File: config.mk
export PLATFORM = sky130hd
export DESIGN_NAME = brc_reset_ctrl
export DESIGN_NICKNAME = d
export VERILOG_FILES = /design/src/design/brc_pkg.sv /design/src/design/brc_pin_sync.sv /design/src/design/brc_reset_ctrl.sv
export SDC_FILE = /design/constraint.sdc
export NUM_CORES = 1
export LEC_CHECK = 0
export BUFFER_PORTS_ARGS = -buffer_cell sky130_fd_sc_hd__buf_4
export CAP_MARGIN = 20
export CORE_ASPECT_RATIO = 0.9
export CORE_MARGIN = 3
export CORE_UTILIZATION = 54
export DETAILED_ROUTE_END_ITERATION = 10
export HOLD_SLACK_MARGIN = 0.12
export PLACE_DENSITY = 0.86
export SETUP_SLACK_MARGIN = 0.4
export SLEW_MARGIN = 0
export SYNTH_ARGS = -nofsm -noshare
export SYNTH_HDL_FRONTEND = slang
export SYNTH_SLANG_ARGS = --single-unit
export TNS_END_PERCENT = 20
File: constraint.sdc
create_clock -name CORE_CLK -period 3.2 [get_ports CORE_CLK]
set_clock_uncertainty 0.05 [all_clocks]
set_input_delay 0.64 -clock CORE_CLK [delete_from_list [all_inputs] [get_ports CORE_CLK]]
set_output_delay 0.64 -clock CORE_CLK [all_outputs]
set_load 0.01 [all_outputs]
File: src/design/brc_pkg.sv
// Package: register map, field positions, reset values and timing counts for the reset/config latch
package brc_pkg;
  localparam int unsigned CLK_MHZ            = 100;
  localparam int unsigned SEQ_HALF_PERIODS   = 1024;
  localparam int unsigned SEQ_CYCLES         = SEQ_HALF_PERIODS / 2;
  localparam int unsigned LATCH_DELAY_CYCLES = 4;
  localparam int unsigned SYNC_MIN_CYCLES    = 2;

  localparam logic [11:0] OFS_SYSCFG   = 12'h000;
  localparam logic [11:0] OFS_LATCHCFG = 12'h004;
  localparam logic [11:0] OFS_BUSCFG0  = 12'h008;
  localparam logic [11:0] OFS_CMD      = 12'h00C;
  localparam logic [11:0] OFS_STATUS   = 12'h010;

  localparam int unsigned SYS_BIDIR_BIT  = 3;
  localparam int unsigned SYS_POWERDOWN_CONFIG_BIT_BIT = 5;
  localparam int unsigned SYS_BYTE_HIGH_DISABLE_BIT = 9;
  localparam int unsigned SYS_WRITE_CONFIG_FIELD_BIT  = 7;
  localparam int unsigned BC0_TYPE_LSB   = 6;
  localparam int unsigned BC0_LSTB_BIT   = 9;
  localparam int unsigned BC0_ACT_BIT    = 10;
  localparam int unsigned CMD_END_OF_INIT_INSTR_BIT  = 0;
  localparam int unsigned CMD_SWRST_BIT  = 1;
  localparam int unsigned CMD_WDRST_BIT  = 2;

  localparam logic [15:0] SYSCFG_RESET = 16'h0000;
  localparam logic [15:0] MASK_SOFT    = 16'h1FC0;
  localparam logic [15:0] MASK_SHORT   = 16'h1FFF;
  localparam logic [15:0] MASK_LONG    = 16'hFFFF;
  localparam logic [15:0] MASK_CLEAR   = 16'h003C;

  typedef enum logic [1:0] {
    BRC_KIND_SOFT  = 2'b00,
    BRC_KIND_SHORT = 2'b01,
    BRC_KIND_LONG  = 2'b11
  } brc_kind_t;

  typedef enum logic [2:0] {
    BRC_ST_RUN   = 3'b000,
    BRC_ST_SEQ   = 3'b001,
    BRC_ST_WAIT  = 3'b011,
    BRC_ST_LATCH = 3'b010,
    BRC_ST_INIT  = 3'b110
  } brc_state_t;
endpackage : brc_pkg

File: src/design/brc_pin_sync.sv
// Three-stage pin synchroniser; level changes once stages two and three agree
`timescale 1ns/1ps
module brc_pin_sync import brc_pkg::*; (
  input  wire logic clk,    // Core clock
  input  wire logic rst_n,  // Async reset
  input  wire logic pin,    // Raw pin level
  output logic      level   // Filtered level
);
  logic [2:0] stage;

  always_ff @(posedge clk or negedge rst_n) begin
    if (!rst_n) begin
      stage <= 3'h7;
    end else begin
      stage <= {stage[1:0], pin};
    end
  end

  always_ff @(posedge clk or negedge rst_n) begin
    if (!rst_n) begin
      level <= 1'b1;
    end else if (stage[1] == stage[2]) begin
      level <= stage[2];
    end
  end
endmodule : brc_pin_sync

File: src/design/brc_reset_ctrl.sv
// Reset pin handling, bidirectional reset and start-up configuration latch
`timescale 1ns/1ps
// Function
// - Reset output goes low at start of every reset kind.
// - Reset output stays low until end-of-init completes.
// - Bit 3 of system config enables bidirectional reset.
// - Every reset sequence clears the bidirectional enable bit.
// - Bidirectional enable may be set only before end-of-init.
// - Low powerdown pin during reset: stop pull, disable, go asynchronous.
// - With bidirectional enabled, pull reset input low for whole sequence.
// - Reset input drive released before first instruction fetch.
// - Bidirectional soft/watchdog resets become short hardware resets, re-latching bits 12..0.
// - Powerdown pin pull-down on exactly while reset input is low.
// - Power-down config bit enables powerdown pin pull-up after sequence.
// - Reset asynchronous if powerdown pin low, else synchronous.
// - Soft and watchdog resets sample config bits h4 down to l6 only.
// - Short hardware reset skips h7..h5; long and power-on sample all.
// - Config high byte copied into latched register low byte.
// - Latched bits routed to bus type, write config, clocks, ports, logic.
// - External access high sets bus active and latch strobe bits.
// - Internal sequence lasts 512 core clocks before pin is sampled.
// - Soft/watchdog resets without conversion clear config bits 5..2.
module brc_reset_ctrl import brc_pkg::*; (
  input  wire logic        CORE_CLK,        // 100 MHz core clock
  input  wire logic        RST_N,           // Power-on reset, async active low
  input  wire logic        RESET_IN_N_I,    // Reset input pin level
  output logic             RESET_IN_N_O,    // Reset input pin drive value
  output logic             RESET_IN_N_OE,   // Open-drain pull-down enable
  output logic             RESET_OUT_N,     // Reset output pin
  input  wire logic        PD_DELAY_HIGH,   // Powerdown pin above threshold
  output logic             PD_PULLDOWN_EN,  // Weak pull-down on powerdown pin
  output logic             PD_PULLUP_EN,    // Pull-up on powerdown pin
  input  wire logic [15:0] CONFIG_PORT,     // Configuration pins
  input  wire logic        EXT_ACCESS,      // External access pin
  output logic             CORE_RESET,      // Core held in reset
  output logic             ASYNC_RESET,     // Current reset is asynchronous
  output logic [2:0]       CLOCK_OPTION,    // To clock generator
  output logic [1:0]       SEGMENT_SEL,     // To port 4 logic
  output logic [1:0]       CHIP_SEL_COUNT,  // To port 6 logic
  output logic             BOOTSTRAP_SEL,   // Bootstrap select
  output logic             ADAPT_MODE,      // Adapt mode
  output logic             EMULATION_MODE,  // Emulation mode
  input  wire logic        S_AXI_ACLK_UNUSED, // Tie low; AXI uses CORE_CLK
  input  wire logic [11:0] S_AXI_AWADDR,    // Write address
  input  wire logic        S_AXI_AWVALID,   // Write address valid
  output logic             S_AXI_AWREADY,   // Write address ready
  input  wire logic [31:0] S_AXI_WDATA,     // Write data
  input  wire logic [3:0]  S_AXI_WSTRB,     // Write strobes
  input  wire logic        S_AXI_WVALID,    // Write data valid
  output logic             S_AXI_WREADY,    // Write data ready
  output logic [1:0]       S_AXI_BRESP,     // Write response
  output logic             S_AXI_BVALID,    // Write response valid
  input  wire logic        S_AXI_BREADY,    // Write response ready
  input  wire logic [11:0] S_AXI_ARADDR,    // Read address
  input  wire logic        S_AXI_ARVALID,   // Read address valid
  output logic             S_AXI_ARREADY,   // Read address ready
  output logic [31:0]      S_AXI_RDATA,     // Read data
  output logic [1:0]       S_AXI_RRESP,     // Read response
  output logic             S_AXI_RVALID,    // Read data valid
  input  wire logic        S_AXI_RREADY     // Read data ready
);
  localparam logic [9:0] SEQ_LAST = 10'(SEQ_CYCLES - 1);
  localparam logic [2:0] LAT_LAST = 3'(LATCH_DELAY_CYCLES - 1);

  brc_state_t  state;
  brc_state_t  next_state;
  brc_kind_t   kind;
  logic [9:0]  seq_cnt;
  logic [2:0]  lat_cnt;
  logic [1:0]  low_cnt;
  logic [2:0]  own_tail;
  logic        rin_level;
  logic        pd_level;
  logic        bidir_en;
  logic        pwd_cfg;
  logic        init_done;
  logic        sw_req;
  logic        soft_conv;
  logic [15:0] latched;
  logic [7:0]  latched_cfg;
  logic        bus_act0;
  logic        lstb_ctl0;
  logic        hw_reset;
  logic        aw_hold;
  logic        w_hold;
  logic [11:0] aw_addr;
  logic [31:0] w_data;
  logic [3:0]  w_strb;
  logic        wr_fire;
  logic        wr_ok;

  function automatic logic [15:0] sample_mask(input brc_kind_t k);
    unique case (k)
      BRC_KIND_SOFT:  sample_mask = MASK_SOFT;
      BRC_KIND_SHORT: sample_mask = MASK_SHORT;
      BRC_KIND_LONG:  sample_mask = MASK_LONG;
      default:        sample_mask = MASK_LONG;
    endcase
  endfunction : sample_mask

  brc_pin_sync u_rin_sync (
    .clk   (CORE_CLK),
    .rst_n (RST_N),
    .pin   (RESET_IN_N_I),
    .level (rin_level)
  );

  brc_pin_sync u_pd_sync (
    .clk   (CORE_CLK),
    .rst_n (RST_N),
    .pin   (PD_DELAY_HIGH),
    .level (pd_level)
  );

  // External reset needs two filtered low cycles to count
  always_ff @(posedge CORE_CLK or negedge RST_N) begin
    if (!RST_N) begin
      low_cnt <= 2'h0;
    end else if (rin_level) begin
      low_cnt <= 2'h0;
    end else if (low_cnt != 2'(SYNC_MIN_CYCLES)) begin
      low_cnt <= low_cnt + 2'h1;
    end
  end

  // Our own pull-down is not an external request
  assign hw_reset = (low_cnt == 2'(SYNC_MIN_CYCLES)) && !RESET_IN_N_OE;

  always_comb begin
    next_state = state;
    unique case (state)
      BRC_ST_RUN:   if (hw_reset || sw_req) next_state = BRC_ST_SEQ;
      BRC_ST_SEQ:   if (seq_cnt == SEQ_LAST) next_state = BRC_ST_WAIT;
      BRC_ST_WAIT:  if (rin_level) next_state = BRC_ST_LATCH;
      BRC_ST_LATCH: if (lat_cnt == LAT_LAST) next_state = BRC_ST_INIT;
      BRC_ST_INIT:  if (hw_reset || sw_req) next_state = BRC_ST_SEQ;
      default:      next_state = BRC_ST_SEQ;
    endcase
  end

  // Power-on enters the sequence directly as a long asynchronous reset
  always_ff @(posedge CORE_CLK or negedge RST_N) begin
    if (!RST_N) begin
      state <= BRC_ST_SEQ;
    end else begin
      state <= next_state;
    end
  end

  always_ff @(posedge CORE_CLK or negedge RST_N) begin
    if (!RST_N) begin
      seq_cnt <= 10'h000;
    end else if (state == BRC_ST_SEQ) begin
      seq_cnt <= seq_cnt + 10'h001;
    end else begin
      seq_cnt <= 10'h000;
    end
  end

  always_ff @(posedge CORE_CLK or negedge RST_N) begin
    if (!RST_N) begin
      lat_cnt <= 3'h0;
    end else if (state == BRC_ST_LATCH) begin
      lat_cnt <= lat_cnt + 3'h1;
    end else begin
      lat_cnt <= 3'h0;
    end
  end

  // Synchronised pin lags our own release; ignore that tail when judging long resets
  always_ff @(posedge CORE_CLK or negedge RST_N) begin
    if (!RST_N) begin
      own_tail <= 3'h0;
    end else if (RESET_IN_N_OE) begin
      own_tail <= 3'h5;
    end else if (own_tail != 3'h0) begin
      own_tail <= own_tail - 3'h1;
    end
  end

  // Kind tracking; a still-low pin after the sequence makes it long
  always_ff @(posedge CORE_CLK or negedge RST_N) begin
    if (!RST_N) begin
      kind      <= BRC_KIND_LONG;
      soft_conv <= 1'b0;
    end else if (next_state == BRC_ST_SEQ && state != BRC_ST_SEQ) begin
      kind      <= hw_reset ? BRC_KIND_SHORT : (bidir_en ? BRC_KIND_SHORT : BRC_KIND_SOFT);
      soft_conv <= !hw_reset && bidir_en;
    end else if (state == BRC_ST_WAIT && !rin_level && own_tail == 3'h0) begin
      kind <= BRC_KIND_LONG;
    end
  end

  always_ff @(posedge CORE_CLK or negedge RST_N) begin
    if (!RST_N) begin
      ASYNC_RESET <= 1'b1;
    end else if (next_state == BRC_ST_SEQ && state != BRC_ST_SEQ) begin
      ASYNC_RESET <= !pd_level;
    end else if ((state == BRC_ST_SEQ || state == BRC_ST_WAIT) && !rin_level && !pd_level) begin
      ASYNC_RESET <= 1'b1;
    end
  end

  // Pull-down only in the sequence; released before the latch and first fetch
  always_ff @(posedge CORE_CLK or negedge RST_N) begin
    if (!RST_N) begin
      RESET_IN_N_OE <= 1'b0;
    end else if (next_state == BRC_ST_SEQ && state != BRC_ST_SEQ) begin
      RESET_IN_N_OE <= bidir_en && pd_level;
    end else if (state == BRC_ST_SEQ && next_state != BRC_ST_SEQ) begin
      RESET_IN_N_OE <= 1'b0;
    end else if (!pd_level) begin
      RESET_IN_N_OE <= 1'b0;
    end
  end
  assign RESET_IN_N_O = 1'b0;

  assign PD_PULLDOWN_EN = !rin_level;

  always_ff @(posedge CORE_CLK or negedge RST_N) begin
    if (!RST_N) begin
      RESET_OUT_N <= 1'b0;
    end else if (next_state == BRC_ST_SEQ) begin
      RESET_OUT_N <= 1'b0;
    end else if (state == BRC_ST_INIT && init_done) begin
      RESET_OUT_N <= 1'b1;
    end
  end

  assign CORE_RESET = (state == BRC_ST_SEQ) || (state == BRC_ST_WAIT) || (state == BRC_ST_LATCH);

  // Configuration latch at end of latch delay
  always_ff @(posedge CORE_CLK or negedge RST_N) begin
    if (!RST_N) begin
      latched <= 16'h0000;
    end else if (state == BRC_ST_LATCH && lat_cnt == LAT_LAST) begin
      latched <= (latched & ~sample_mask(kind) & ~((kind == BRC_KIND_SOFT) ? MASK_CLEAR : 16'h0000))
               | (CONFIG_PORT & sample_mask(kind));
    end
  end

  assign latched_cfg    = latched[15:8];
  assign CLOCK_OPTION   = latched[15:13];
  assign SEGMENT_SEL    = latched[12:11];
  assign CHIP_SEL_COUNT = latched[10:9];
  assign BOOTSTRAP_SEL  = latched[4];
  assign ADAPT_MODE     = latched[1];
  assign EMULATION_MODE = latched[0];

  always_ff @(posedge CORE_CLK or negedge RST_N) begin
    if (!RST_N) begin
      bus_act0  <= 1'b0;
      lstb_ctl0 <= 1'b0;
    end else if (state == BRC_ST_LATCH && lat_cnt == LAT_LAST) begin
      bus_act0  <= EXT_ACCESS;
      lstb_ctl0 <= EXT_ACCESS;
    end
  end

  // End-of-init, soft/watchdog requests
  always_ff @(posedge CORE_CLK or negedge RST_N) begin
    if (!RST_N) begin
      init_done <= 1'b0;
    end else if (CORE_RESET) begin
      init_done <= 1'b0;
    end else if (wr_fire && aw_addr == OFS_CMD && w_strb[0] && w_data[CMD_END_OF_INIT_INSTR_BIT]) begin
      init_done <= 1'b1;
    end
  end

  assign sw_req = wr_fire && aw_addr == OFS_CMD && w_strb[0] && !CORE_RESET &&
                  (w_data[CMD_SWRST_BIT] || w_data[CMD_WDRST_BIT]);

  always_ff @(posedge CORE_CLK or negedge RST_N) begin
    if (!RST_N) begin
      bidir_en <= 1'b0;
      pwd_cfg  <= 1'b0;
    end else if (CORE_RESET) begin
      bidir_en <= 1'b0;
      pwd_cfg  <= 1'b0;
    end else if (wr_fire && aw_addr == OFS_SYSCFG && w_strb[0]) begin
      if (!init_done) begin
        bidir_en <= w_data[SYS_BIDIR_BIT];
      end
      pwd_cfg <= w_data[SYS_POWERDOWN_CONFIG_BIT_BIT];
    end
  end

  assign PD_PULLUP_EN = pwd_cfg && !CORE_RESET;

  // AXI4-Lite write path: address and data taken in either order
  assign S_AXI_AWREADY = !aw_hold && !S_AXI_BVALID;
  assign S_AXI_WREADY  = !w_hold && !S_AXI_BVALID;
  assign wr_fire       = aw_hold && w_hold && !S_AXI_BVALID;
  assign wr_ok         = (aw_addr[1:0] == 2'h0) && (aw_addr <= OFS_STATUS);

  always_ff @(posedge CORE_CLK or negedge RST_N) begin
    if (!RST_N) begin
      aw_hold <= 1'b0;
      aw_addr <= 12'h000;
    end else if (S_AXI_AWVALID && S_AXI_AWREADY) begin
      aw_hold <= 1'b1;
      aw_addr <= S_AXI_AWADDR;
    end else if (wr_fire) begin
      aw_hold <= 1'b0;
    end
  end

  always_ff @(posedge CORE_CLK or negedge RST_N) begin
    if (!RST_N) begin
      w_hold <= 1'b0;
      w_data <= 32'h0000_0000;
      w_strb <= 4'h0;
    end else if (S_AXI_WVALID && S_AXI_WREADY) begin
      w_hold <= 1'b1;
      w_data <= S_AXI_WDATA;
      w_strb <= S_AXI_WSTRB;
    end else if (wr_fire) begin
      w_hold <= 1'b0;
    end
  end

  always_ff @(posedge CORE_CLK or negedge RST_N) begin
    if (!RST_N) begin
      S_AXI_BVALID <= 1'b0;
      S_AXI_BRESP  <= 2'h0;
    end else if (wr_fire) begin
      S_AXI_BVALID <= 1'b1;
      S_AXI_BRESP  <= wr_ok ? 2'h0 : 2'h2;
    end else if (S_AXI_BREADY) begin
      S_AXI_BVALID <= 1'b0;
    end
  end

  // Read path: one cycle after the address is taken
  assign S_AXI_ARREADY = !S_AXI_RVALID;

  always_ff @(posedge CORE_CLK or negedge RST_N) begin
    if (!RST_N) begin
      S_AXI_RVALID <= 1'b0;
      S_AXI_RDATA  <= 32'h0000_0000;
      S_AXI_RRESP  <= 2'h0;
    end else if (S_AXI_ARVALID && S_AXI_ARREADY) begin
      S_AXI_RVALID <= 1'b1;
      S_AXI_RRESP  <= 2'h0;
      S_AXI_RDATA  <= 32'h0000_0000;
      unique case (S_AXI_ARADDR)
        OFS_SYSCFG: begin
          S_AXI_RDATA[SYS_BIDIR_BIT]  <= bidir_en;
          S_AXI_RDATA[SYS_POWERDOWN_CONFIG_BIT_BIT] <= pwd_cfg;
          S_AXI_RDATA[SYS_WRITE_CONFIG_FIELD_BIT]  <= latched[8];
          S_AXI_RDATA[SYS_BYTE_HIGH_DISABLE_BIT] <= !latched[7]; // Derived from bus width
        end
        OFS_LATCHCFG: S_AXI_RDATA[7:0] <= latched_cfg;
        OFS_BUSCFG0: begin
          S_AXI_RDATA[BC0_TYPE_LSB +: 2] <= latched[7:6];
          S_AXI_RDATA[BC0_LSTB_BIT]      <= lstb_ctl0;
          S_AXI_RDATA[BC0_ACT_BIT]       <= bus_act0;
        end
        OFS_CMD:    S_AXI_RDATA[CMD_END_OF_INIT_INSTR_BIT] <= init_done;
        OFS_STATUS: S_AXI_RDATA[7:0] <= {1'b0, state, kind, ASYNC_RESET, soft_conv};
        default:    S_AXI_RRESP <= 2'h2;
      endcase
    end else if (S_AXI_RREADY) begin
      S_AXI_RVALID <= 1'b0;
    end
  end

  property p_out_low_in_seq;
    @(posedge CORE_CLK) disable iff (!RST_N) (state == BRC_ST_SEQ) |-> !RESET_OUT_N;
  endproperty
  a_out_low_in_seq: assert property (p_out_low_in_seq) else $error("reset out high in sequence");

  property p_out_waits_init;
    @(posedge CORE_CLK) disable iff (!RST_N) $rose(RESET_OUT_N) |-> $past(init_done);
  endproperty
  a_out_waits_init: assert property (p_out_waits_init) else $error("reset out released early");

  property p_bidir_cleared;
    @(posedge CORE_CLK) disable iff (!RST_N) (state == BRC_ST_SEQ) |=> !bidir_en;
  endproperty
  a_bidir_cleared: assert property (p_bidir_cleared) else $error("bidir enable survived reset");

  property p_no_late_enable;
    @(posedge CORE_CLK) disable iff (!RST_N) init_done && !bidir_en |=> !bidir_en;
  endproperty
  a_no_late_enable: assert property (p_no_late_enable) else $error("bidir set after init");

  property p_pull_released;
    @(posedge CORE_CLK) disable iff (!RST_N) (state == BRC_ST_LATCH) |-> !RESET_IN_N_OE;
  endproperty
  a_pull_released: assert property (p_pull_released) else $error("pull-down held past sequence");

  property p_pd_pulldown;
    @(posedge CORE_CLK) disable iff (!RST_N) PD_PULLDOWN_EN == !rin_level;
  endproperty
  a_pd_pulldown: assert property (p_pd_pulldown) else $error("powerdown pull-down wrong");

  property p_seq_length;
    @(posedge CORE_CLK) disable iff (!RST_N) $rose(state == BRC_ST_SEQ) |-> (state == BRC_ST_SEQ)[*8] ##[1:600] (state == BRC_ST_WAIT);
  endproperty
  a_seq_length: assert property (p_seq_length) else $error("sequence length wrong");

  property p_soft_mask;
    @(posedge CORE_CLK) disable iff (!RST_N)
      (state == BRC_ST_LATCH && lat_cnt == LAT_LAST && kind == BRC_KIND_SOFT) |=> latched[5:2] == 4'h0;
  endproperty
  a_soft_mask: assert property (p_soft_mask) else $error("soft reset kept bits 5..2");

  c_conv: cover property (@(posedge CORE_CLK) disable iff (!RST_N) soft_conv && RESET_IN_N_OE);
  c_long: cover property (@(posedge CORE_CLK) disable iff (!RST_N) state == BRC_ST_LATCH && kind == BRC_KIND_LONG);
  c_soft: cover property (@(posedge CORE_CLK) disable iff (!RST_N) state == BRC_ST_LATCH && kind == BRC_KIND_SOFT);
endmodule : brc_reset_ctrl

# Word level (Yosys, flattened, before mapping)
# Index checks and enable logic that the tools add are counted.
totals:
  elab_cells: 173
  ff_bits: 92
  inputBits: 87
  output_inout_bits: 58
op_classes:
  n_mux: 50
  n_eq_ne: 21
  addsub: 4
  n_lt_le_gt_ge: 1
  bitwise: 6
  reduce_logical: 62
op_table:
  columns: ["cell", "n"]
  rows:
  - ["$and 16x16->16", 3]
  - ["$eq 12x4->1 const B", 3]
  - ["$pmux 16 s2", 1]
  - ["$logic_and 1x1->1", 27]
  - ["$logic_not 12->1", 2]
  - ["$mux 1", 24]
  - ["$reduce_bool 2->1", 11]
  - ["$mux 3", 7]
  - ["$mux 16", 1]
  - ["$not 16->16", 1]
  - ["$not 6->16", 1]
  - ["$or 16x16->16", 1]
  - ["$pmux 1 s3", 5]
  - ["$eq 12x3->1 const B", 1]
  - ["$eq 12x5->1 const B", 1]
  - ["$le 12x5->1 const B", 1]
  - ["$mux 2", 6]
  - ["$pmux 3 s4", 1]
  - ["$add 10x1->10 const B", 1]
  - ["$eq 10x9->1 const B", 1]
  - ["$logic_not 1->1", 10]
  - ["$mux 10", 1]
  - ["$eq 3x2->1 const B", 3]
  - ["$eq 3x1->1 const B", 2]
  - ["other kinds (20)", 29]

# Logic depth before layout (Yosys ltp)
# Gate-level depths: netlist (run 1).
logic_depth:
  ltp_word: 13
  mapped_depth: 10
  depth_no_buf: 10

# Hierarchy
# Synthesis (run 1) repeated with hierarchy kept, for this count alone.
hier_totals:
  cells_unflattened: 354
  area_unflattened_um2: 3988.8
modules_own_cells:
  columns: ["module", "instances", "area_each_um2", "cells_per_inst", "seq_area_each_um2"]
  rows:
  - ["brc_reset_ctrl", 1, 3756.1, 344, 1956.9]
  - ["brc_pin_sync", 2, 116.4, 5, 105.1]

# Worst setup path after synthesis (run 1)
# OpenSTA, ideal clock, no wires.
synth_path:
  path_kind: "register -> register"
  start: "register S_AXI_BVALID"
  end: "register RESET_IN_N_OE"
  required_time_ns: 3.031
  path_slack_ns: 1.122
  path_buffers: 1
  stages_incl_launch_ff: 10
  arrival_time_ns: 1.909
  synth_period_minus_slack_ns: 2.078
  cell_sequence: "dfrtp_1 > and3b_1 > and4_1 > buf_4 > o2111ai_1 > a21oi_1 > ha_1 > nand2_1 > o21ai_0 > and2_1"
synth_via:
  elab_chain_cells: 13
  word_cells_on_any_way: 16
  classes_between: "3 x eq/ne; 4 x mux; 9 x reduce/logical"
synth_lines:
  columns: ["item", "line_no", "text"]
  rows:
  - ["from (decl)", "brc_reset_ctrl.sv:52", "output logic S_AXI_BVALID,"]
  - ["from (signal assigned)", "brc_reset_ctrl.sv:325", "S_AXI_BVALID <= 1'b0;"]
  - ["from (signal assigned)", "brc_reset_ctrl.sv:328", "S_AXI_BVALID <= 1'b1;"]
  - ["from (signal assigned)", "brc_reset_ctrl.sv:331", "S_AXI_BVALID <= 1'b0;"]
  - ["$logic_not 1->1 (*)", "brc_reset_ctrl.sv:294", "assign wr_fire = aw_hold && w_hold && !S_AXI_BVALID;"]
  - ["$logic_and 1x1->1 (*)", "brc_reset_ctrl.sv:294", null]
  - ["$logic_and 1x1->1 (*) (4 in a row)", "brc_reset_ctrl.sv:271", "assign sw_req = wr_fire && aw_addr == OFS_CMD && w_strb[0] && !CORE_RESET &&"]
  - ["$logic_or 1x1->1 (*)", "brc_reset_ctrl.sv:132, brc_reset_ctrl.sv:136", null]
  - ["$mux 3 (*)", "brc_reset_ctrl.sv:132, brc_reset_ctrl.sv:136", null]
  - ["$pmux 3 s4 (*)", "brc_reset_ctrl.sv:131", "unique case (state)"]
  - ["$ne 3x1->1", "brc_reset_ctrl.sv:210", "end else if (state == BRC_ST_SEQ && next_state != BRC_ST_SEQ) begin"]
  - ["$logic_and 1x1->1", "brc_reset_ctrl.sv:210", null]
  - ["$mux 1", "brc_reset_ctrl.sv:210", null]
  - ["$mux 1", "brc_reset_ctrl.sv:208", "end else if (next_state == BRC_ST_SEQ && state != BRC_ST_SEQ) begin"]
  - ["to (signal assigned)", "brc_reset_ctrl.sv:209", "RESET_IN_N_OE <= bidir_en && pd_level;"]
  - ["to (decl)", "brc_reset_ctrl.sv:28", "output logic RESET_IN_N_OE,"]
# Every way passes the cells marked *; elsewhere a longest branch is shown, timed or not.
# A chain may end at the register's enable or synchronous reset.

# Worst setup path after layout (run 1)
# Same ends and word-level chain as after synthesis.

==> impl_table.tex, run 1 <==
\begin{tabular}{lr}
\hline
Metric & Value \\
\hline
\multicolumn{2}{l}{\textbf{STA}} \\
\quad Total setup violations reported at the end of the flow & 0 \\
\quad Worst slew margin relative to its limit & 62.7\% \\
\quad Slew @ Worst Pin & 552 ps \\
\quad Shortest period the worst path allows & 2530 ps \\
\quad Fin Hold WS & 175 ps \\
\quad Sum Neg Setup Slack & 0 ps \\
\quad Setup repair after global routing missed its margin & no \\
\quad Final hold violation count & 0 \\
\quad Max Clk Rate & 395 MHz \\
\quad Max-slew violation count & 0 \\
\quad Fin crit share & 79.1\% \\
\multicolumn{2}{l}{\textbf{Synthesis}} \\
\quad Synth area leaders & sky130\_fd\_sc\_hd\_\_dfrtp\_1 45\%, sky130\_fd\_sc\_hd\_\_dfstp\_2 7.7\%, sky130\_fd\_sc\_hd\_\_mux2\_2 6.6\% \\
\quad Number of warnings printed during yosys synthesis & 0 \\
\quad Post-synth EDFFs & 0 \\
\quad Synth Flop Type & sky130\_fd\_sc\_hd\_\_dfrtp\_1 \\
\quad Post-synthesis instance total & 376 \\
\quad Number of synthesized register bits & 86 \\
\quad Cell area after synthesis & 4080 sq um \\
\quad Async S/R FF share, synth & 100\% \\
\quad Synthesized area per cell & 10.8 sq um \\
\quad Yosys top cell by area & sky130\_fd\_sc\_hd\_\_dfrtp\_1 \\
\quad Fraction of synthesized cell area taken by the top area cell type & 45.4\% \\
\quad Share of synthesized area occupied by flip-flops and latches & 53.1\% \\
\quad Number of distinct standard cells referenced by the synthesized netlist & 53 \\
\multicolumn{2}{l}{\textbf{Power}} \\
\quad P\_leak & 2.40 nW \\
\quad PD cells & 537 nW/um\^{}2 \\
\quad Tot Pwr & 2.60 mW \\
\quad Peak supply drop & 0.405 mV \\
\multicolumn{2}{l}{\textbf{Final layout}} \\
\quad Fraction of layout cells with a size suffix above 1 & 32.0\% \\
\quad Post-layout instance count excluding filler cells & 553 \\
\quad Layout Area Growth over Synthesis & 19.0\% \\
\quad Number of filler cells placed in the layout & 581 \\
\quad Diodes inserted & 0 \\
\quad \# nets final & 550 \\
\quad Final instance area & 4850 sq um \\
\multicolumn{2}{l}{\textbf{Clocking}} \\
\quad CTS root buf & sky130\_fd\_sc\_hd\_\_clkbuf\_8 \\
\quad Worst-path clk slew & 90 ps \\
\quad Number of H-tree levels & 3 \\
\quad Number of clock buffers inserted by TritonCTS & 9 \\
\quad Deepest clock path buffer count & 2 \\
\quad \# resized after CTS & 0 \\
\quad Buffers inserted during post-CTS setup optimization & 0 \\
\quad TritonCTS Sinks & 86 \\
\quad Hold buffers post-CTS & 0 \\
\quad Clock tree from TritonCTS & yes \\
\quad Clk Latency, worst-skew pair & 370 ps \\
\multicolumn{2}{l}{\textbf{Route}} \\
\quad Total Wirelength & 8300 um \\
\quad Vias per std cell & 5.25 \\
\quad Number of remaining DRC errors & 0 \\
\quad Iteration-0 DRC count of the detailed router & 147 \\
\quad Number of nets with antenna violations after detailed routing & 0 \\
\quad Routed via count & 2906 \\
\quad Routed WL per cell & 15.0 um \\
\quad First drt pass iteration count & 4 \\
\multicolumn{2}{l}{\textbf{Setup path}} \\
\quad Required time reported for the critical path endpoint & 3460 ps \\
\quad Critical path startpoint category & flop \\
\quad Worst reg2reg path endpoint & RESET\_IN\_N\_OE \\
\quad Arrival time at the worst endpoint & 2790 ps \\
\quad Critical path capture point type & flop \\
\quad Start-to-end type of the worst setup path & flop to flop \\
\quad R2r setup slk & 670 ps \\
\quad Critical-path maximum fanout & 8 \\
\quad Crit path from & S\_AXI\_BVALID \\
\quad Beginning of the worst register-to-register path & S\_AXI\_BVALID \\
\quad Cells on worst reg2reg path & 8 \\
\multicolumn{2}{l}{\textbf{Status}} \\
\quad Outcome & complete, no violations \\
\multicolumn{2}{l}{\textbf{Floorplan}} \\
\quad Total die area & 8630 sq um \\
\quad Initial Utilization & 56.8\% \\
\quad Horizontal die dimension & 97.6 um \\
\quad Die extent in y & 88.4 um \\
\quad Placeable core area & 7180 sq um \\
\quad Number of standard-cell rows in the floorplan & 29 \\
\quad Ports & 145 \\
\multicolumn{2}{l}{\textbf{Global route}} \\
\quad Overall overflow remaining after global route & 0 \\
\quad Number of global-route vias before repair & 2903 \\
\quad Total global routing track utilization & 20.7\% \\
\quad Largest net degree at the start of global routing & 87 \\
\quad First-pass GRT wire length & 14100 um \\
\quad Initial antenna violation count & 0 \\
\multicolumn{2}{l}{\textbf{Placement}} \\
\quad Count of buffers inserted at the top-level ports & 85 \\
\quad Detail Placement HPWL & 6100 um \\
\quad Instance area after placement & 4640 sq um \\
\quad Cells after DPL & 536 \\
\quad Final weighted congestion in routability-driven placement & 0.835 \\
\multicolumn{2}{l}{\textbf{Worst hold path}} \\
\quad Path type of the worst min-delay path & input port to asynchronous set/reset pin \\
\multicolumn{2}{l}{\textbf{Run}} \\
\quad MaxCap Viol Count & 0 \\
\hline
\end{tabular}
-- critical path, stage by stage, from the launching register on --
cell,delay [ps]
sky130_fd_sc_hd__dfrtp_1,450
sky130_fd_sc_hd__and3b_1,330
sky130_fd_sc_hd__and4_1,400
sky130_fd_sc_hd__o2111ai_1,260
sky130_fd_sc_hd__a21oi_1,320
sky130_fd_sc_hd__ha_1,320
sky130_fd_sc_hd__nand2_1,80
sky130_fd_sc_hd__o21ai_0,130
sky130_fd_sc_hd__and2_1,140
-- Yosys cell counts, types with 2 or more instances --
cell type,number
sky130_fd_sc_hd__nor3_1,4
sky130_fd_sc_hd__maj3_1,2
sky130_fd_sc_hd__dfrtp_1,74
sky130_fd_sc_hd__nor2_1,30
sky130_fd_sc_hd__nor3b_1,4
sky130_fd_sc_hd__buf_2,3
sky130_fd_sc_hd__clkbuf_1,6
sky130_fd_sc_hd__xor2_1,5
sky130_fd_sc_hd__nand2_1,45
sky130_fd_sc_hd__and2_1,5
sky130_fd_sc_hd__and4_1,3
sky130_fd_sc_hd__or3_1,2
sky130_fd_sc_hd__a31oi_1,2
sky130_fd_sc_hd__mux2i_1,4
sky130_fd_sc_hd__nand4_1,4
sky130_fd_sc_hd__buf_4,34
sky130_fd_sc_hd__o21bai_1,2
sky130_fd_sc_hd__nand2b_1,7
sky130_fd_sc_hd__a21oi_1,10
sky130_fd_sc_hd__xnor2_1,3
sky130_fd_sc_hd__a221o_1,2
sky130_fd_sc_hd__or2_2,2
sky130_fd_sc_hd__nor2b_1,3
sky130_fd_sc_hd__nand3_1,6
sky130_fd_sc_hd__o41ai_1,3
sky130_fd_sc_hd__ha_1,8
sky130_fd_sc_hd__o21ai_0,17
sky130_fd_sc_hd__and3_1,2
sky130_fd_sc_hd__mux2_2,24
sky130_fd_sc_hd__nor4_1,2
sky130_fd_sc_hd__inv_1,17
sky130_fd_sc_hd__a21o_1,9
sky130_fd_sc_hd__dfstp_2,12
-- placed cells by master, fill, tap and decap left out, types with 10 or more instances in the layout --
master / count
sky130_fd_sc_hd__buf_4: 86
sky130_fd_sc_hd__dfrtp_1: 74
sky130_fd_sc_hd__nand2_1: 45
sky130_fd_sc_hd__nor2_1: 30
sky130_fd_sc_hd__conb_1: 25
sky130_fd_sc_hd__mux2_2: 24
sky130_fd_sc_hd__inv_1: 17
sky130_fd_sc_hd__o21ai_0: 17
sky130_fd_sc_hd__dfstp_2: 12
sky130_fd_sc_hd__a21oi_1: 10
-- power by group --
part           total [mW]  switching, mW  internal, mW
sequential           1.38          0.120          1.25
combinational       0.494          0.224         0.269
clock               0.736          0.435         0.301
-- logic make-up (layout without fill, tap and decap cells) --
family,Yosys count,count (layout),share of synthesized area (%)
DFF,86,86,53.1
adders and majority gates,10,10,2.95
AOI/OAI and AO/OA,56,56,9.11
xor gates and xnor gates,8,8,1.72
buffers and inverters,60,120,8.74
muxes,28,28,7.61
and+or+nand+nor,127,127,16.6
other,1,25,0.0920
-- cell type report --
class | instances | area (sq um) | share of cell area (%)
Clock buffer | 9 | 124 | 2.55
Clock inverter | 7 | 63.8 | 1.32
Inverter | 17 | 63.8 | 1.32
Multi-Input combinational cell | 254 | 1640 | 33.9
Sequential cell | 86 | 2170 | 44.7
Tap cell | 93 | 116 | 2.40
Timing Repair Buffer | 87 | 673 | 13.9
-- registers in the layout, summed over array words and instances (netlist names), 5 cells and up, named ones only --
name and cells:
w_data 5, seq_cnt 10, S_AXI_RDATA 10, latched 8
aw_addr 12
-- through the flow --
stage                     worst slack [ps]  utilization, %
after floorplan                       1120               -
after global placement                 867            64.5
after detailed placement               723            64.5
after CTS                              690            67.2
after global routing                   409            67.5
final                                  670            67.5
-- routing by layer --
| metal | track usage, % | wire (um) |
|---|---|---|
| met5 | 0 | 0 |
| met4 | 7.42 | 111 |
| met3 | 6.38 | 595 |
| met2 | 35.1 | 4090 |
| met1 | 25.6 | 3510 |
-- worst max path at each step --
stage | to | slack (ps) | cells past startpoint
after global routing | RESET_IN_N_OE | 410 | 8
after global placement | RESET_IN_N_OE | 870 | 8
after detailed placement | RESET_IN_N_OE | 720 | 8
final | RESET_IN_N_OE | 670 | 8
after floorplan | RESET_IN_N_OE | 1120 | 9
after CTS | RESET_IN_N_OE | 690 | 8
Note: power is estimated with default switching activity, not from simulation.
==> run 2: changes to the inputs <==
Settings changed: CORE_UTILIZATION 54 to 50, PLACE_DENSITY 0.86 to 0.8.
Clock period 3.2 ns to 2.43 ns, I/O delays scaled along.
==> impl_table.tex, run 2 (synthesized netlist as in run 1, its figures left out) <==
\begin{tabular}{lr}
\hline
Metric & Value \\
\hline
\multicolumn{2}{l}{\textbf{Status}} \\
\quad Outcome & complete, no violations \\
\multicolumn{2}{l}{\textbf{Route}} \\
\quad Routed WL per cell & 14.7 um \\
\quad Number of nets with antenna violations after detailed routing & 0 \\
\quad Number of remaining DRC errors & 0 \\
\quad First drt pass iteration count & 4 \\
\quad Routed via count & 2971 \\
\quad Vias per std cell & 5.21 \\
\quad Total Wirelength & 8350 um \\
\quad Iteration-0 DRC count of the detailed router & 153 \\
\multicolumn{2}{l}{\textbf{Floorplan}} \\
\quad Initial Utilization & 52.7\% \\
\quad Number of standard-cell rows in the floorplan & 30 \\
\quad Horizontal die dimension & 101 um \\
\quad Ports & 145 \\
\quad Placeable core area & 7730 sq um \\
\quad Die extent in y & 91.7 um \\
\quad Total die area & 9280 sq um \\
\multicolumn{2}{l}{\textbf{Final layout}} \\
\quad Most common cell after layout, fill and taps aside & sky130\_fd\_sc\_hd\_\_buf\_4 \\
\quad Commonest cells after routing, fill and taps aside & 97 x sky130\_fd\_sc\_hd\_\_buf\_4, 73 x sky130\_fd\_sc\_hd\_\_dfrtp\_1, 44 x sky130\_fd\_sc\_hd\_\_nand2\_1 \\
\quad \# nets final & 564 \\
\quad Largest register FFs & 12 \\
\quad Fraction of layout cells with a size suffix above 1 & 36.9\% \\
\quad Largest registers ranked by flip-flop count & aw\_addr: 12 flops, S\_AXI\_RDATA: 10 flops, seq\_cnt: 10 flops \\
\quad Diodes inserted & 0 \\
\quad Number of filler cells placed in the layout & 608 \\
\quad Layout Area Growth over Synthesis & 25.6\% \\
\quad Area occupied by registers & 2170 sq um \\
\quad Most flops, register & aw\_addr \\
\quad Total area of multi-input combinational cells & 1760 sq um \\
\multicolumn{2}{l}{\textbf{STA}} \\
\quad Max-slew violation count & 0 \\
\quad Total setup violations reported at the end of the flow & 0 \\
\quad Max Clk Rate & 501 MHz \\
\quad Final hold violation count & 0 \\
\quad Sum Neg Setup Slack & 0 ps \\
\quad Slew @ Worst Pin & 618 ps \\
\quad Setup repair after global routing missed its margin & yes \\
\quad Shortest period the worst path allows & 2000 ps \\
\quad Fin crit share & 82.1\% \\
\quad Worst slew margin relative to its limit & 58.8\% \\
\multicolumn{2}{l}{\textbf{Setup path}} \\
\quad Critical path startpoint category & flop \\
\quad Required time reported for the critical path endpoint & 1890 ps \\
\quad Worst setup path endpoint & PD\_PULLUP\_EN \\
\quad Worst reg2reg path endpoint & kind[1] \\
\quad CP Depth & 4 \\
\quad Critical-path maximum fanout & 4 \\
\quad Cells on worst reg2reg path & 8 \\
\quad Chain of cells forming the critical path & nor2\_1, or2\_4, and2\_4, buf\_6 \\
\quad Crit path from & state[0] \\
\quad Delay contributed by the slowest stage of the critical path & 570 ps \\
\quad Arrival time at the worst endpoint & 1460 ps \\
\quad Critical path capture point type & output pin \\
\quad R2r setup slk & 460 ps \\
\quad Number of buffers and inverters on the critical path & 1 \\
\quad Standard cell with the maximum stage delay on the critical path & sky130\_fd\_sc\_hd\_\_dfstp\_2 \\
\quad Beginning of the worst register-to-register path & state[2] \\
\quad Family of cells with the greatest summed delay on the critical path & flip-flops \\
\quad Start-to-end type of the worst setup path & flop to output pin \\
\multicolumn{2}{l}{\textbf{Global route}} \\
\quad Number of global-route vias before repair & 2964 \\
\quad Met1 GRT Util & 24.2\% \\
\quad Most Crowded Layer GR & met2 \\
\quad Met2 Resource Use GR & 30.3\% \\
\quad Overall overflow remaining after global route & 0 \\
\quad Routing usage on met3 & 6.08\% \\
\quad Initial antenna violation count & 0 \\
\quad Total global routing track utilization & 18.7\% \\
\quad Largest net degree at the start of global routing & 49 \\
\quad First-pass GRT wire length & 13800 um \\
\multicolumn{2}{l}{\textbf{Power}} \\
\quad PD cells & 707 nW/um\^{}2 \\
\quad Peak supply drop & 0.613 mV \\
\quad P\_leak & 2.54 nW \\
\quad Tot Pwr & 3.62 mW \\
\multicolumn{2}{l}{\textbf{Clocking}} \\
\quad Worst-path clk slew & 80 ps \\
\quad Number of H-tree levels & 3 \\
\quad TritonCTS Sinks & 86 \\
\quad CTS root buf & sky130\_fd\_sc\_hd\_\_clkbuf\_8 \\
\quad Clk Latency, worst-skew pair & 360 ps \\
\quad Deepest clock path buffer count & 2 \\
\quad Clock tree from TritonCTS & yes \\
\quad Number of clock buffers inserted by TritonCTS & 9 \\
\multicolumn{2}{l}{\textbf{Run}} \\
\quad MaxCap Viol Count & 0 \\
\multicolumn{2}{l}{\textbf{Placement}} \\
\quad Final weighted congestion in routability-driven placement & 0.807 \\
\quad Detail Placement HPWL & 6070 um \\
\quad Count of buffers inserted at the top-level ports & 85 \\
\multicolumn{2}{l}{\textbf{Worst hold path}} \\
\quad Path type of the worst min-delay path & input port to flop \\
\hline
\end{tabular}
-- run 2: cell count changes in the layout (fill, tap and decap cells not counted), moves of 2 or more --
cell	delta
sky130_fd_sc_hd__buf_4	+11
sky130_fd_sc_hd__inv_6	-3
sky130_fd_sc_hd__buf_6	+2
sky130_fd_sc_hd__bufinv_16	+2
sky130_fd_sc_hd__clkbuf_8	+2
sky130_fd_sc_hd__clkinv_2	+2
sky130_fd_sc_hd__clkinvlp_4	-2
sky130_fd_sc_hd__ha_1	-2
sky130_fd_sc_hd__ha_4	+2
sky130_fd_sc_hd__inv_8	-2
sky130_fd_sc_hd__o21ai_0	-2
sky130_fd_sc_hd__o21ai_1	+2
-- run 2: metrics by stage --
step	hold slack [ps]	cell area (sq um)	setup WS [ps]	cells	util, %
2_1_floorplan	140	4170	371	400	-
3_3_place_gp	296	4720	302	547	61.0
3_5_place_dp	297	4720	256	547	61.0
4_1_cts	163	5040	396	569	65.1
5_1_grt	157	5120	348	570	66.2
6_report	184	5120	434	570	66.2
-- run 2: final cells by class --
class | count | area share [%]
Clock inverter | 4 | 1.37
Inverter | 17 | 1.25
Clock buffer | 12 | 3.03
Sequential cell | 86 | 42.3
Tap cell | 96 | 2.34
Timing Repair Buffer | 101 | 15.2
Multi-Input combinational cell | 254 | 34.4
-- run 2: worst min path at each step --
stage / from / to / slack [ps] / depth (start not counted)
6_report: PD_DELAY_HIGH / u_pd_sync.stage[0] / 180 / 1
5_1_grt: PD_DELAY_HIGH / u_pd_sync.stage[0] / 160 / 1
4_1_cts: PD_DELAY_HIGH / u_pd_sync.stage[0] / 160 / 1
3_5_place_dp: u_pd_sync.stage[0] / u_pd_sync.stage[1] / 300 / 0
3_3_place_gp: u_rin_sync.stage[0] / u_rin_sync.stage[1] / 300 / 0
2_1_floorplan: RST_N / RESET_IN_N_OE / 140 / 0
-- run 2: what timing repair did --
| action | in CTS | in global routing |
|---|---|---|
| pin swaps | 5 | 5 |
| gates resized for setup | 11 | 13 |
| hold endpoints to repair | 34 | 0 |
| setup buffers | 5 | 1 |
| hold buffers | 1 | 0 |
| endpoints found under the setup margin | 6 | 7 |
-- run 2: per-layer routing --
layer	up-vias	part of all wire, %	wire length [um]
met2	105	48	3990
met1	1438	42	3520
li1	1417	-	-
met3	11	8.7	730
met5	-	0	0
met4	0	1.3	111
-- run 2: where the power goes --
part           total, mW  internal [mW]  leakage [nW]  switching (mW)
Combinational      0.690          0.377          1.40           0.312
Clock               1.11          0.632         0.116           0.478
Sequential          1.82           1.65          1.03           0.171
==> run 3: changes to the inputs <==
Settings changed: ABC_AREA from default to 1.
Clock period 2.43 ns to 1.9 ns, I/O delays scaled along.
==> impl_table.tex, run 3 <==
\begin{tabular}{lr}
\hline
Metric & Value \\
\hline
\multicolumn{2}{l}{\textbf{Setup path}} \\
\quad Delay contributed by the slowest stage of the critical path & 370 ps \\
\quad CP Depth & 11 \\
\quad Number of buffers and inverters on the critical path & 2 \\
\quad Arrival time at the worst endpoint & 2220 ps \\
\quad Cells on worst reg2reg path & 11 \\
\quad Beginning of the worst register-to-register path & state[2] \\
\quad Critical path capture point type & flop \\
\quad Required time reported for the critical path endpoint & 2140 ps \\
\quad Worst reg2reg path endpoint & kind[0] \\
\quad Critical path startpoint category & flop \\
\quad R2r setup slk & -80 ps \\
\quad Standard cell with the maximum stage delay on the critical path & sky130\_fd\_sc\_hd\_\_dfrtp\_1 \\
\quad Start-to-end type of the worst setup path & flop to flop \\
\quad Family of cells with the greatest summed delay on the critical path & simple AND/OR/NAND/NOR gates \\
\quad Chain of cells forming the critical path & inv\_2, nand2\_4, nand2\_4, nor2\_2, nand4\_1, nand3\_2, nand2\_2, a21oi\_4, ha\_4, inv\_2, o32a\_1 \\
\quad Critical-path maximum fanout & 5 \\
\multicolumn{2}{l}{\textbf{Power}} \\
\quad Switching portion of total power & 29.0\% \\
\quad Cell internal pwr & 3.33 mW \\
\quad Peak supply drop & 0.718 mV \\
\quad Share of power burned in combinational logic & 23.1\% \\
\quad Tot Pwr & 4.69 mW \\
\quad Switching power summed over all nets & 1.36 mW \\
\quad PD cells & 874 nW/um\^{}2 \\
\quad P\_leak & 2.68 nW \\
\quad Part of the power in registers & 48.7\% \\
\quad Proportion of power drawn by the clock network & 28.1\% \\
\multicolumn{2}{l}{\textbf{Global route}} \\
\quad Initial antenna violation count & 0 \\
\quad Number of global-route vias before repair & 3218 \\
\quad First-pass GRT wire length & 14300 um \\
\quad Total global routing track utilization & 19.5\% \\
\quad Largest net degree at the start of global routing & 35 \\
\quad Overall overflow remaining after global route & 0 \\
\multicolumn{2}{l}{\textbf{Worst hold path}} \\
\quad Path type of the worst min-delay path & input port to flop \\
\quad Startpoint of the worst hold path & S\_AXI\_BREADY \\
\quad Hold Crit Endpoint & S\_AXI\_BVALID \\
\quad Worst hold path depth & 2 \\
\multicolumn{2}{l}{\textbf{Clocking}} \\
\quad Clk Latency, worst-skew pair & 360 ps \\
\quad Deepest clock path buffer count & 2 \\
\quad Number of H-tree levels & 3 \\
\quad CTS root buf & sky130\_fd\_sc\_hd\_\_clkbuf\_8 \\
\quad Clock tree from TritonCTS & yes \\
\quad TritonCTS Sinks & 86 \\
\quad Number of clock buffers inserted by TritonCTS & 9 \\
\quad Worst-path clk slew & 90 ps \\
\multicolumn{2}{l}{\textbf{Route}} \\
\quad Iteration-0 DRC count of the detailed router & 158 \\
\quad Vias per std cell & 5.02 \\
\quad Routed via count & 3287 \\
\quad Routed WL per cell & 13.9 um \\
\quad Number of nets with antenna violations after detailed routing & 0 \\
\quad Total Wirelength & 9080 um \\
\quad First drt pass iteration count & 4 \\
\quad Number of remaining DRC errors & 0 \\
\multicolumn{2}{l}{\textbf{Placement}} \\
\quad Cells after DPL & 630 \\
\quad Count of buffers inserted at the top-level ports & 85 \\
\quad Detail Placement HPWL & 6600 um \\
\quad Final weighted congestion in routability-driven placement & 0.817 \\
\multicolumn{2}{l}{\textbf{Final layout}} \\
\quad Area occupied by registers & 2170 sq um \\
\quad Commonest cells after routing, fill and taps aside & 100 x sky130\_fd\_sc\_hd\_\_buf\_4, 76 x sky130\_fd\_sc\_hd\_\_nand2\_1, 74 x sky130\_fd\_sc\_hd\_\_dfrtp\_1 \\
\quad Layout Area Growth over Synthesis & 30.3\% \\
\quad Largest register FFs & 12 \\
\quad Diodes inserted & 0 \\
\quad Largest registers ranked by flip-flop count & aw\_addr: 12 flops, S\_AXI\_RDATA: 10 flops, seq\_cnt: 10 flops \\
\quad Post-layout instance count excluding filler cells & 655 \\
\quad Most common cell after layout, fill and taps aside & sky130\_fd\_sc\_hd\_\_buf\_4 \\
\quad Fraction of layout cells with a size suffix above 1 & 38.3\% \\
\quad Number of filler cells placed in the layout & 584 \\
\quad \# nets final & 649 \\
\quad Most flops, register & aw\_addr \\
\quad Total area of multi-input combinational cells & 1750 sq um \\
\multicolumn{2}{l}{\textbf{STA}} \\
\quad Sum Neg Setup Slack & -190 ps \\
\quad Worst-case setup margin in the final layout & -80.3 ps \\
\quad Max Clk Rate & 505 MHz \\
\quad Total setup violations reported at the end of the flow & 3 \\
\quad Setup repair after global routing missed its margin & yes \\
\quad Fin crit share & 104\% \\
\quad Max-slew violation count & 0 \\
\quad Shortest period the worst path allows & 1980 ps \\
\quad Final hold violation count & 0 \\
\multicolumn{2}{l}{\textbf{Synthesis}} \\
\quad Number of warnings printed during yosys synthesis & 0 \\
\quad Post-synthesis instance total & 443 \\
\quad Share of synthesized area occupied by flip-flops and latches & 52.7\% \\
\quad Synth area leaders & sky130\_fd\_sc\_hd\_\_dfrtp\_1 45\%, sky130\_fd\_sc\_hd\_\_dfstp\_2 7.7\%, sky130\_fd\_sc\_hd\_\_nand2\_1 7.5\% \\
\quad Synthesized area per cell & 9.29 sq um \\
\quad Number of synthesized register bits & 86 \\
\quad Synth Flop Type & sky130\_fd\_sc\_hd\_\_dfrtp\_1 \\
\quad Fraction of synthesized cell area taken by the top area cell type & 45.0\% \\
\quad Cell with the most instances after synthesis & sky130\_fd\_sc\_hd\_\_nand2\_1 \\
\quad Synth top cells by count & 82 x sky130\_fd\_sc\_hd\_\_nand2\_1, 74 x sky130\_fd\_sc\_hd\_\_dfrtp\_1, 49 x sky130\_fd\_sc\_hd\_\_inv\_1 \\
\quad Post-synth EDFFs & 0 \\
\quad Number of distinct standard cells referenced by the synthesized netlist & 36 \\
\quad Yosys top cell by area & sky130\_fd\_sc\_hd\_\_dfrtp\_1 \\
\quad Async S/R FF share, synth & 100\% \\
\quad Cell area after synthesis & 4110 sq um \\
\multicolumn{2}{l}{\textbf{Status}} \\
\quad Outcome & finished with violations \\
\quad Failing checks & negative setup slack \\
\multicolumn{2}{l}{\textbf{Floorplan}} \\
\quad Horizontal die dimension & 102 um \\
\quad Ports & 145 \\
\quad Placeable core area & 7770 sq um \\
\quad Initial Utilization & 52.9\% \\
\quad Total die area & 9350 sq um \\
\quad Number of standard-cell rows in the floorplan & 30 \\
\quad Die extent in y & 92.1 um \\
\multicolumn{2}{l}{\textbf{Run}} \\
\quad MaxCap Viol Count & 0 \\
\hline
\end{tabular}
==> run 3: cell types whose count changed after synthesis, sizes merged, moves of 7 or more <==
cell / previous run / this run
nor2: 30 / 47
nand2b: 7 / 0
a21o: 9 / 1
o21ai: 17 / 31
nand3: 6 / 28
nand2: 45 / 88
inv: 17 / 52
==> run 3: repair_timing <==
item                                    in CTS  in global routing
endpoints found under the setup margin      29                 41
endpoints found under the hold margin       26                  0
setup buffers                                3                  3
resized for setup                           27                 28
hold buffers                                 3                  0
pin swaps                                   10                 17
==> run 3: final cells by class <==
class	count	share of cell area [%]
clock inverter	6	1.28
sequential	86	40.4
inverter	52	3.94
timing repair buffer	113	16.8
clock buffer	10	2.57
multi-input combinational	292	32.7
tap	96	2.24
==> run 3: worst max path at each step <==
stage,start,endpoint,slack (ps)
after floorplan,state[1],kind[0],90
after global placement,aw_addr[1],kind[1],20
after detailed placement,aw_addr[1],kind[1],-80
after CTS,aw_addr[8],kind[0],-30
after global routing,aw_addr[7],RESET_IN_N_OE,-200
final,state[2],kind[0],-80
==> run 3: metrics by stage <==
step	cell area (sq um)	hold slack, ps	utilization, %	worst slack, ps
final	5360	145	69.0	-80.3
after CTS	5230	128	67.3	-30.9
after global placement	4880	295	62.9	18.3
after global routing	5360	125	69.0	-201
after floorplan	4230	34.4	-	86.3
after detailed placement	4880	297	62.9	-81.9
==> run 3: routing by layer <==
layer  GRT usage, %  vias up  wire length (um)  share of wire (%)
met5              0        -                 0                  0
met4           5.32        0               136                1.5
met3           7.38       15               755                8.3
met2           31.9      131              4510                 50
met1           24.1     1538              3680                 41
li1               -     1603                 -                  -
==> run 3: cells by family (layout without fill, tap and decap cells) <==
family | Yosys count | after routing | share of synthesized area (%)
AOI/OAI and AO/OA | 57 | 57 | 7.91
muxes | 20 | 20 | 5.93
buffers and inverters | 89 | 181 | 11.3
DFF | 86 | 86 | 52.7
and+or+nand+nor | 180 | 180 | 19.2
other | 1 | 25 | 0.0912
adders and majority gates | 10 | 10 | 2.92
==> run 3: power by group through the flow <==
stage,sequential [mW],clock (mW),combinational [mW]
2_1_floorplan,2.27,0,0.587
3_3_place_gp,2.28,0,0.890
3_5_place_dp,2.30,0,0.931
4_1_cts,2.27,1.35,1.04
5_1_grt,2.32,1.43,1.20
6_report,2.28,1.32,1.08
